==> src/rtl/scc_defs.vh <==
// scc_defs.vh: register offsets, reset values and timing counts of the
// speed command conditioning block; definitions only
`ifndef SCC_DEFS_VH
`define SCC_DEFS_VH
// ----------------------------------------
// register byte offsets
// ----------------------------------------
`define SCC_A_CTRL 7'h00
`define SCC_A_PRE1 7'h04
`define SCC_A_PRE2 7'h08
`define SCC_A_PRE3 7'h0c
`define SCC_A_PRE4 7'h10
`define SCC_A_OFS1 7'h14
`define SCC_A_OFS2 7'h18
`define SCC_A_TRIG 7'h1c
`define SCC_A_ACC 7'h20
`define SCC_A_DEC 7'h24
`define SCC_A_EMG 7'h28
`define SCC_A_ZTH 7'h2c
`define SCC_A_ZHY 7'h30
`define SCC_A_ATH 7'h34
`define SCC_A_AHY 7'h38
`define SCC_A_GAIN 7'h3c
`define SCC_A_JOG 7'h40
`define SCC_A_DEMO 7'h44
`define SCC_A_STAT 7'h48
`define SCC_A_CMD 7'h4c
// ----------------------------------------
// control register fields
// ----------------------------------------
`define SCC_C_SRC 2:0
`define SCC_C_CHAN 3
`define SCC_C_CLMODE 4
`define SCC_C_APOL 5
`define SCC_C_SPDMODE 6
// ----------------------------------------
// speed sources
// ----------------------------------------
`define SCC_SRC_ANALOG 3'h0
`define SCC_SRC_PRESET 3'h1
`define SCC_SRC_MIX 3'h2
`define SCC_SRC_JOG 3'h3
`define SCC_SRC_DEMO 3'h5
// ----------------------------------------
// reset values and offset trigger codes
// ----------------------------------------
`define SCC_RST_CTRL 32'h0000_0040
`define SCC_RST_RAMP 16'h0000
`define SCC_RST_EMG 16'h03e8
`define SCC_RST_ZTH 16'h000a
`define SCC_RST_ZHY 16'h0005
`define SCC_RST_ATH 16'h0000
`define SCC_RST_AHY 16'h0000
`define SCC_RST_GAIN 16'h012c
`define SCC_RST_JOG 16'h0064
`define SCC_TRIG_FIRST 2'h1
`define SCC_TRIG_SECOND 2'h2
// ----------------------------------------
// write limits and analog scaling
// ----------------------------------------
`define SCC_MAX_RAMP 16'h7530
`define SCC_MAX_EMG 16'h2710
`define SCC_MAX_ZERO 16'h03e8
`define SCC_MIN_GAIN 16'h000a
`define SCC_MAX_GAIN 16'h0bb8
`define SCC_MV_PER_V 34'sh0_0000_03e8
// ----------------------------------------
// timing
// ----------------------------------------
`define SCC_CLK_HZ 20000000
`define SCC_TICK_US 1000
`define SCC_TICK_CYC ((`SCC_CLK_HZ / 1000000) * `SCC_TICK_US)
`define SCC_RATED_RPM 3000
`endif

==> src/rtl/scc_top.v <==
// scc_top.v: speed-mode command source selection, ramp, zero clamp and
// speed comparators, with an Avalon-MM register slave.
// assumes core_clk 20 MHz, all inputs synchronous, speeds in r/min, mV.
// ----------------------------------------
// Overview of operation
// RULE_01 - source 0 takes analog command from the selected channel
// RULE_02 - source 1 picks preset 1..4 from the two preset select inputs
// RULE_03 - source 2: both inputs off gives analog, otherwise presets 2..4
// RULE_04 - jog in progress forces source 3, the jog speed
// RULE_05 - source 4 reserved; demo run forces source 5, demo speed
// RULE_06 - offsets writable; trigger 1 or 2 auto-zeroes channel one or two
// RULE_07 - force-zero input holds the speed command at zero
// RULE_08 - invert input reverses the sign of the speed command
// RULE_09 - accel and decel times 0..30000 ms, rated speed to or from zero
// RULE_10 - slope fixed, so smaller changes finish proportionally sooner
// RULE_11 - host closing a position loop should set both ramp times to 0
// RULE_12 - emergency stop decel time 0..10000 ms, default 1000 ms
// RULE_13 - clamp needs speed mode, clamp input on, command below threshold
// RULE_14 - zero-speed threshold default 10 and hysteresis default 5 r/min
// RULE_15 - clamp mode 0 latches position and holds it by position control
// RULE_16 - clamp mode 1 forces speed command to zero in speed control
// RULE_17 - speed reached when speed exceeds threshold, hysteresis, polarity
// RULE_18 - zero speed when speed below threshold, with hysteresis
// RULE_19 - first channel feeds speed, second feeds torque; the code swaps the two channels when chan_sel is set
// RULE_20 - analog gain 10..3000 rpm per volt, default 300
// RULE_21 - each 1 ms tick steps by rated speed over time; zero time passes
`timescale 1ns/100ps
`default_nettype none
`include "scc_defs.vh"
module scc_top #(
  parameter TICK_CYC = `SCC_TICK_CYC,
  parameter RATED_RPM = `SCC_RATED_RPM
) (
  // clock and reset
  input wire core_clk,
  input wire nrst,
  // avalon-mm slave
  input wire [6:0] avs_address,
  input wire avs_read,
  input wire avs_write,
  input wire [31:0] avs_writedata,
  input wire [3:0] avs_byteenable,
  output reg [31:0] avs_readdata,
  output reg avs_waitrequest,
  // digital inputs
  input wire preset_select_low,
  input wire preset_select_high,
  input wire force_zero_input,
  input wire direction_invert_input,
  input wire clamp_request_input,
  input wire emergency_stop,
  input wire jog_active,
  input wire demo_active,
  // analog channels and feedback
  input wire signed [15:0] analog_channel_first,
  input wire signed [15:0] analog_channel_second,
  input wire signed [15:0] motor_speed,
  input wire [31:0] motor_position,
  // command outputs
  output reg signed [15:0] speed_cmd_q,
  output reg signed [15:0] torque_analog_q,
  output reg clamp_active_q,
  output reg clamp_hold_pos_q,
  output reg [31:0] hold_position_q,
  output reg speed_reached_q,
  output reg zero_speed_q
);
  // ----------------------------------------
  // registers
  // ----------------------------------------
  reg [31:0] ctrl_q;
  reg signed [15:0] pre1_q, pre2_q, pre3_q, pre4_q, ofs1_q, ofs2_q;
  reg [15:0] acc_q, dec_q, emg_q, zth_q, zhy_q, ath_q, ahy_q, gain_q;
  reg signed [15:0] jog_q, demo_q;
  reg [1:0] trig_q;
  reg [31:0] rd_d;
  wire [2:0] src_cfg = ctrl_q[`SCC_C_SRC];
  wire chan_sel = ctrl_q[`SCC_C_CHAN];
  wire clamp_mode = ctrl_q[`SCC_C_CLMODE];
  wire apol = ctrl_q[`SCC_C_APOL];
  wire spd_mode = ctrl_q[`SCC_C_SPDMODE];
  wire bus_req = avs_read | avs_write;
  wire wr_take = avs_write & ~avs_waitrequest;
  // ----------------------------------------
  // command source
  // ----------------------------------------
  reg [2:0] src_eff;
  reg signed [15:0] cmd_sel;
  reg signed [15:0] preset_v;
  wire [1:0] psel = {preset_select_high, preset_select_low};
  wire signed [15:0] ain_first = analog_channel_first - ofs1_q;
  wire signed [15:0] ain_second = analog_channel_second - ofs2_q;
  wire signed [15:0] ain_speed = chan_sel ? ain_second : ain_first; // [RULE_01]
  wire signed [15:0] ain_torque = chan_sel ? ain_first : ain_second; // [RULE_19]
  wire signed [33:0] ain_prod = ain_speed * $signed({1'b0, gain_q}); // [RULE_20]
  wire signed [33:0] ain_rpm = ain_prod / `SCC_MV_PER_V;
  always @* begin
    if (jog_active)
      src_eff = `SCC_SRC_JOG; // [RULE_04]
    else if (demo_active)
      src_eff = `SCC_SRC_DEMO; // [RULE_05]
    else
      src_eff = src_cfg;
    case (psel) // [RULE_02]
      2'h0: preset_v = pre1_q;
      2'h1: preset_v = pre2_q;
      2'h2: preset_v = pre3_q;
      default: preset_v = pre4_q;
    endcase
    case (src_eff)
      `SCC_SRC_ANALOG: cmd_sel = ain_rpm[15:0]; // [RULE_01]
      `SCC_SRC_PRESET: cmd_sel = preset_v; // [RULE_02]
      `SCC_SRC_MIX: cmd_sel = (psel == 2'h0) ? ain_rpm[15:0] : preset_v; // [RULE_03]
      `SCC_SRC_JOG: cmd_sel = jog_q; // [RULE_04]
      `SCC_SRC_DEMO: cmd_sel = demo_q; // [RULE_05]
      default: cmd_sel = 16'sh0000; // [RULE_05]
    endcase
  end
  // ----------------------------------------
  // inhibit, inversion, clamp
  // ----------------------------------------
  wire signed [15:0] cmd_inv = direction_invert_input ? -cmd_sel : cmd_sel; // [RULE_08]
  wire signed [15:0] cmd_pre = force_zero_input ? 16'sh0000 : cmd_inv; // [RULE_07]
  wire [15:0] cmd_abs = cmd_pre[15] ? -cmd_pre : cmd_pre;
  wire clamp_cond = spd_mode & clamp_request_input & (cmd_abs < zth_q); // [RULE_13]
  wire signed [15:0] target = (clamp_cond | emergency_stop) ? 16'sh0000 : cmd_pre; // [RULE_16]
  // ----------------------------------------
  // ramp, 1 ms tick
  // ----------------------------------------
  localparam TICK_W = (TICK_CYC > 1) ? $clog2(TICK_CYC) : 1;
  reg [TICK_W-1:0] tick_cnt_q;
  reg tick_q;
  reg signed [31:0] ramp_q;
  reg signed [31:0] ramp_d;
  wire signed [31:0] tgt_fx = {target, 16'h0000};
  wire away = (target != 16'sh0000) &&
    ((ramp_q == 32'sh0) || (target[15] == ramp_q[31] &&
    (tgt_fx[31] ? tgt_fx < ramp_q : tgt_fx > ramp_q)));
  wire [15:0] ramp_time = emergency_stop ? emg_q : (away ? acc_q : dec_q); // [RULE_12]
  wire [31:0] rated_fx = RATED_RPM * 32'h0001_0000;
  wire [31:0] step = (ramp_time == 16'h0) ? 32'h0 : rated_fx / {16'h0, ramp_time}; // [RULE_10]
  always @* begin
    ramp_d = ramp_q;
    if (ramp_time == 16'h0)
      ramp_d = tgt_fx; // [RULE_21]
    else if (tick_q) begin
      if (tgt_fx > ramp_q)
        ramp_d = (tgt_fx - ramp_q > $signed(step)) ? ramp_q + $signed(step) : tgt_fx; // [RULE_09]
      else if (tgt_fx < ramp_q)
        ramp_d = (ramp_q - tgt_fx > $signed(step)) ? ramp_q - $signed(step) : tgt_fx; // [RULE_09]
    end
  end
  always @(posedge core_clk) begin
    if (!nrst) begin
      tick_cnt_q <= {TICK_W{1'b0}};
      tick_q <= 1'b0;
      ramp_q <= 32'sh0;
    end else begin
      tick_q <= (tick_cnt_q == TICK_CYC - 1);
      tick_cnt_q <= (tick_cnt_q == TICK_CYC - 1) ? {TICK_W{1'b0}} : tick_cnt_q + 1'b1;
      ramp_q <= ramp_d; // [RULE_21]
    end
  end
  // ----------------------------------------
  // command outputs and zero clamp
  // ----------------------------------------
  always @(posedge core_clk) begin
    if (!nrst) begin
      speed_cmd_q <= 16'sh0000;
      torque_analog_q <= 16'sh0000;
      clamp_active_q <= 1'b0;
      clamp_hold_pos_q <= 1'b0;
      hold_position_q <= 32'h0000_0000;
    end else begin
      speed_cmd_q <= ramp_d[31:16];
      torque_analog_q <= ain_torque; // [RULE_19]
      clamp_active_q <= clamp_cond; // [RULE_13]
      clamp_hold_pos_q <= clamp_cond & ~clamp_mode; // [RULE_15]
      if (clamp_cond & ~clamp_active_q)
        hold_position_q <= motor_position; // [RULE_15]
    end
  end
  // ----------------------------------------
  // speed comparators
  // ----------------------------------------
  wire [15:0] spd_abs = motor_speed[15] ? -motor_speed : motor_speed;
  wire [16:0] zth_up = {1'b0, zth_q} + {1'b0, zhy_q};
  wire [16:0] ath_dn = ({1'b0, ath_q} > {1'b0, ahy_q}) ? {1'b0, ath_q} - {1'b0, ahy_q} : 17'h0;
  reg arr_q;
  always @(posedge core_clk) begin
    if (!nrst) begin
      arr_q <= 1'b0;
      speed_reached_q <= 1'b0;
      zero_speed_q <= 1'b0;
    end else begin
      if ({1'b0, spd_abs} > {1'b0, ath_q})
        arr_q <= 1'b1; // [RULE_17]
      else if ({1'b0, spd_abs} < ath_dn)
        arr_q <= 1'b0; // [RULE_17]
      speed_reached_q <= apol ? ~arr_q : arr_q; // [RULE_17]
      if (spd_abs < zth_q)
        zero_speed_q <= 1'b1; // [RULE_18]
      else if ({1'b0, spd_abs} > zth_up)
        zero_speed_q <= 1'b0; // [RULE_18]
    end
  end
  // ----------------------------------------
  // register bus
  // ----------------------------------------
  wire [31:0] wmask = {{8{avs_byteenable[3]}}, {8{avs_byteenable[2]}},
    {8{avs_byteenable[1]}}, {8{avs_byteenable[0]}}};
  wire [31:0] wd = avs_writedata & wmask;
  // ----------------------------------------
  // write value limits
  // ----------------------------------------
  wire [15:0] wd_lo = wd[15:0];
  wire [15:0] wd_ramp = (wd_lo > `SCC_MAX_RAMP) ? `SCC_MAX_RAMP : wd_lo;
  wire [15:0] wd_emg = (wd_lo > `SCC_MAX_EMG) ? `SCC_MAX_EMG : wd_lo;
  wire [15:0] wd_zero = (wd_lo > `SCC_MAX_ZERO) ? `SCC_MAX_ZERO : wd_lo;
  wire [15:0] wd_gain = (wd_lo < `SCC_MIN_GAIN) ? `SCC_MIN_GAIN :
    ((wd_lo > `SCC_MAX_GAIN) ? `SCC_MAX_GAIN : wd_lo);
  // ----------------------------------------
  // register readback
  // ----------------------------------------
  always @* begin
    case (avs_address)
      `SCC_A_CTRL: rd_d = ctrl_q;
      `SCC_A_PRE1: rd_d = {16'h0, pre1_q};
      `SCC_A_PRE2: rd_d = {16'h0, pre2_q};
      `SCC_A_PRE3: rd_d = {16'h0, pre3_q};
      `SCC_A_PRE4: rd_d = {16'h0, pre4_q};
      `SCC_A_OFS1: rd_d = {16'h0, ofs1_q};
      `SCC_A_OFS2: rd_d = {16'h0, ofs2_q};
      `SCC_A_TRIG: rd_d = {30'h0, trig_q};
      `SCC_A_ACC: rd_d = {16'h0, acc_q};
      `SCC_A_DEC: rd_d = {16'h0, dec_q};
      `SCC_A_EMG: rd_d = {16'h0, emg_q};
      `SCC_A_ZTH: rd_d = {16'h0, zth_q};
      `SCC_A_ZHY: rd_d = {16'h0, zhy_q};
      `SCC_A_ATH: rd_d = {16'h0, ath_q};
      `SCC_A_AHY: rd_d = {16'h0, ahy_q};
      `SCC_A_GAIN: rd_d = {16'h0, gain_q};
      `SCC_A_JOG: rd_d = {16'h0, jog_q};
      `SCC_A_DEMO: rd_d = {16'h0, demo_q};
      `SCC_A_STAT: rd_d = {25'h0, zero_speed_q, speed_reached_q, clamp_active_q,
        emergency_stop, src_eff};
      `SCC_A_CMD: rd_d = {16'h0, speed_cmd_q};
      default: rd_d = 32'h0000_0000;
    endcase
  end
  always @(posedge core_clk) begin
    if (!nrst) begin
      avs_waitrequest <= 1'b1;
      avs_readdata <= 32'h0000_0000;
      ctrl_q <= `SCC_RST_CTRL;
      {pre1_q, pre2_q, pre3_q, pre4_q} <= 64'h0;
      {ofs1_q, ofs2_q, demo_q} <= 48'h0;
      trig_q <= 2'h0;
      acc_q <= `SCC_RST_RAMP;
      dec_q <= `SCC_RST_RAMP;
      emg_q <= `SCC_RST_EMG;
      zth_q <= `SCC_RST_ZTH;
      zhy_q <= `SCC_RST_ZHY;
      ath_q <= `SCC_RST_ATH;
      ahy_q <= `SCC_RST_AHY;
      gain_q <= `SCC_RST_GAIN;
      jog_q <= `SCC_RST_JOG;
    end else begin
      avs_waitrequest <= ~(bus_req & avs_waitrequest);
      if (bus_req & avs_waitrequest)
        avs_readdata <= avs_read ? rd_d : 32'h0000_0000;
      if (trig_q == `SCC_TRIG_FIRST) begin
        ofs1_q <= analog_channel_first; // [RULE_06]
        trig_q <= 2'h0;
      end else if (trig_q == `SCC_TRIG_SECOND) begin
        ofs2_q <= analog_channel_second; // [RULE_06]
        trig_q <= 2'h0;
      end
      if (wr_take) begin
        case (avs_address)
          `SCC_A_CTRL: ctrl_q <= (ctrl_q & ~wmask) | (wd & 32'h0000_007f);
          `SCC_A_PRE1: pre1_q <= wd[15:0];
          `SCC_A_PRE2: pre2_q <= wd[15:0];
          `SCC_A_PRE3: pre3_q <= wd[15:0];
          `SCC_A_PRE4: pre4_q <= wd[15:0];
          `SCC_A_OFS1: ofs1_q <= wd[15:0]; // [RULE_06]
          `SCC_A_OFS2: ofs2_q <= wd[15:0]; // [RULE_06]
          `SCC_A_TRIG: trig_q <= wd[1:0]; // [RULE_06]
          `SCC_A_ACC: acc_q <= wd_ramp; // [RULE_09]
          `SCC_A_DEC: dec_q <= wd_ramp; // [RULE_09]
          `SCC_A_EMG: emg_q <= wd_emg; // [RULE_12]
          `SCC_A_ZTH: zth_q <= wd_zero; // [RULE_14]
          `SCC_A_ZHY: zhy_q <= wd_zero; // [RULE_14]
          `SCC_A_ATH: ath_q <= wd[15:0];
          `SCC_A_AHY: ahy_q <= wd[15:0];
          `SCC_A_GAIN: gain_q <= wd_gain; // [RULE_20]
          `SCC_A_JOG: jog_q <= wd[15:0];
          `SCC_A_DEMO: demo_q <= wd[15:0];
          default: ;
        endcase
      end
    end
  end
endmodule
`default_nettype wire
==> config.mk <==
export PLATFORM = sky130hd
export DESIGN_NAME = scc_top
export DESIGN_NICKNAME = d
export VERILOG_FILES = /design/src/rtl/scc_top.v
export VERILOG_INCLUDE_DIRS = /design/src /design/src/rtl
export SDC_FILE = /design/constraint.sdc
export NUM_CORES = 2
export LEC_CHECK = 0
export CORE_MARGIN = 5
export CORE_UTILIZATION = 49
export CTS_BUF_LIST = sky130_fd_sc_hd__clkbuf_16
export DETAILED_ROUTE_END_ITERATION = 12
export DONT_BUFFER_PORTS = 1
export PLACE_DENSITY = 0.67
export SYNTH_ARGS = -nofsm -noshare
export SYNTH_HDL_FRONTEND = slang
export SYNTH_SLANG_ARGS = --single-unit
==> constraint.sdc <==
create_clock -name core_clk -period 134.6 [get_ports core_clk]
set_clock_uncertainty 0.2 [all_clocks]
set_input_delay 13.46 -clock core_clk [delete_from_list [all_inputs] [get_ports core_clk]]
set_output_delay 13.46 -clock core_clk [all_outputs]
set_load 0.02 [all_outputs]
==> impl_results.md <==
* CP Capture Type: flop
* Gr usage total at 0.326
* Crit path max fanout at 31
* DR iter-0 viols at 7950
* H-tree depth at 2
* Metal-1 WL at 122 mm
* Met3 wire length at 27.6 mm
* Site Rows at 144
* Hold Crit Class: flop to flop
* Cell area after synthesis at 0.0757 mm²
* Number of cells in the design after placement at 12100
* Buffer and inverter count on the worst path at 44
* Fmax at 7.78 MHz
* DR top layer: met5
* Die X at 403 µm
* Met2 routed WL at 123 mm
* Ys flop type: dfxtp_1
* Final nets at 11400
* GR Overflow Total at 0
* Final setup vio count at 0
* CP Launch Point: analog_channel_second[0]
* Drt pass-1 iters at 6
* Status: finished, final reports clean
* Hold Path Stages at 1
* Layout Area Growth over Synthesis at 11.6%
* Simple-gate share of the synthesized area at 0.233
* PortBufs at 0
* Sequential fraction of the synthesis area at 0.112
* Max-cap viol count at 0
* Post-synth EDFFs at 0
* Main combinational cell family by area after synthesis: compound AO/OA/AOI/OAI gates
* Core area at 0.154 mm²
* CP delay by family, top: compound AO/OA/AOI/OAI gates
* Final min period at 128.55 ns
* WL/cell at 23.2 µm
* Syn Inst Count at 10100
* WS Path Type: primary input to flop
* Cell repeated most along the worst path: a21oi_2
* Compound-Gate Fraction of Synth Area at 0.294
* Post-Synth XOR/XNOR Area at 0.0772
* First-pass GRT wire length at 429 mm
* I/O pin total at 236
* CP max stage delay at 0.60 ns
* Min-Delay Startpoint: ctrl_q[29]
* WL final at 287 mm
* WP data arrival at 128.85 ns
* Antenna violations before repair at 9
* CP Data Required Time at 134.91 ns
* Clk root buf: clkbuf_16
* CP Launch Type: primary input
* Residual DRC at 0
* # clock sinks at 424
* Layout Cells excl Fill at 12400
* Die area at 0.162 mm²
* Final Cycle Share at 0.955
* Via Count at 79600
* GPL Wtd Cong at 1.02
* Commonest cells post-synth: nor2_1 (1287), a21oi_1 (1003), ha_1 (767), nand2_1 (754), inv_1 (659)
* Synth area leaders: ha_1 (13%), dfxtp_1 (11%), a21oi_1 (6.6%)
* Synth top area share at 0.127
* Yosys warns at 0
* Synthesized-area fraction occupied by adder cells at 0.181
* Share of layout cells above drive strength 1 at 0.166
* DP Wirelength at 218 mm
* Slowest CP cell: or4b_4
* Height of the die at 403 µm
* Reg2reg path depth at 650
* Crit path depth at 646
* CTS tree: yes
* Clk slew on worst S/H paths at 0.07 ns
* Cell taking the most area after synthesis: ha_1
* Antenna Nets Post-Route at 0
* Clk buf depth at 3
* Endpoints failing hold at 0
* Max transition margin at 0.150
* Vias in the first global route at 74100
* FF-to-FF Start: ofs1_q[1]
* Slew Limit Fails at 0
* Yosys reg bits at 424
* Mapped Nets at 11200
* Mux cell area share after synthesis at 0.0370
* Netlist cell types at 213
* Slew @ Worst Pin at 1.27 ns
* Hold_buf cts at 0
* Ys async rst share at 0
* Initial Utilization at 0.492
* Via density at 6.44
* CTS Buf Count at 40
* Top-count cell post-synth: nor2_1
* Clk_lat worst skew at 0.61 ns
* Post-Route Utilization at 0.549
* Largest net degree at the start of global routing at 96
* Post-synthesis average cell area at 7.49 µm²
-- cells in the final DEF, fill, tap and decap left out, types with 118 or more instances in the layout --
cell / netlist / layout
o21ai_0: 335 / 304
a21oi_2: 17 / 118
buf_4: 31 / 567
a21o_1: 238 / 238
dfxtp_1: 424 / 424
o21bai_1: 179 / 178
xor2_1: 204 / 196
ha_1: 767 / 742
nand2_1: 754 / 741
a21oi_1: 1003 / 888
and2_1: 193 / 188
nor3_1: 192 / 185
nand2b_1: 123 / 122
nor2_1: 1287 / 1256
fa_1: 201 / 200
nand3_1: 202 / 196
nand4_1: 134 / 134
xnor2_1: 434 / 419
inv_1: 659 / 662
-- cell families after synthesis --
logic type	Yosys count
DFF	424
and+or+nand+nor	3552
adders and majority gates	973
buffers and inverters	1118
muxes	241
xor gates and xnor gates	652
other	1
AOI/OAI and AO/OA	3141
-- path summary, 6_finish.rpt --
| path | to | slack (ns) |
|---|---|---|
| worst min register to register | ctrl_q[29] | 0.26 |
| worst min-delay path | ctrl_q[29] | 0.26 |
| worst max register to register | ramp_q[31] | 18.31 |
| worst max-delay path | ramp_q[31] | 6.05 |
-- through the flow --
stage                     worst slack [ns]  instance area, µm²  setup TNS [ns]  hold slack, ns
after global placement               -1.10               79200           -7.28           0.242
after CTS                           0.0156               80900               0           0.265
after detailed placement             -2.80               79200          -62.09           0.246
after global routing                -0.900               84400           -4.19           0.279
final                                 6.05               84400               0           0.262
after floorplan                      0.169               75700               0           0.225
-- area by class of cell --
type / instances / area, µm²
Fill cell: 14700 / 69400
Tap cell: 2044 / 2560
Inverter: 667 / 2530
Clock inverter: 32 / 264
Antenna cell: 6 / 15.0
Multi-Input combinational cell: 8564 / 65000
Timing Repair Buffer: 590 / 4600
Sequential cell: 424 / 8490
Clock buffer: 40 / 1000
-- per-layer routing --
layer  vias to the layer above  global-route usage
li1                      37100                   -
met1                     38200               0.450
met2                      3681               0.507
met3                       653              0.0554
met4                         6               0.126
met5                         -                   0
-- repair_timing --
action | 4_1_cts | 5_1_grt
gates resized for setup | 59 | 477
pin swaps | 12 | 153
gates cloned | 0 | 6
buffers inserted | 17 | 146
endpoints found under the setup margin | 32 | 32
-- registers in the layout, summed over array words and instances, names as in the netlist, 2 cells and up, named ones only --
signal           flops
tick_cnt_q          15
ahy_q               16
acc_q               16
trig_q               2
demo_q              16
pre3_q              16
dec_q               16
pre1_q              16
ofs1_q              16
jog_q               16
emg_q               16
gain_q              16
torque_analog_q     16
avs_readdata        32
zhy_q               16
ctrl_q              25
ofs2_q              16
ramp_q              32
zth_q               16
pre2_q              16
ath_q               16
hold_position_q     32
pre4_q              16
Power is left out: the tool's default activity adds up to more than one toggle a clock period on the data nets, which glitch-free logic cannot reach.
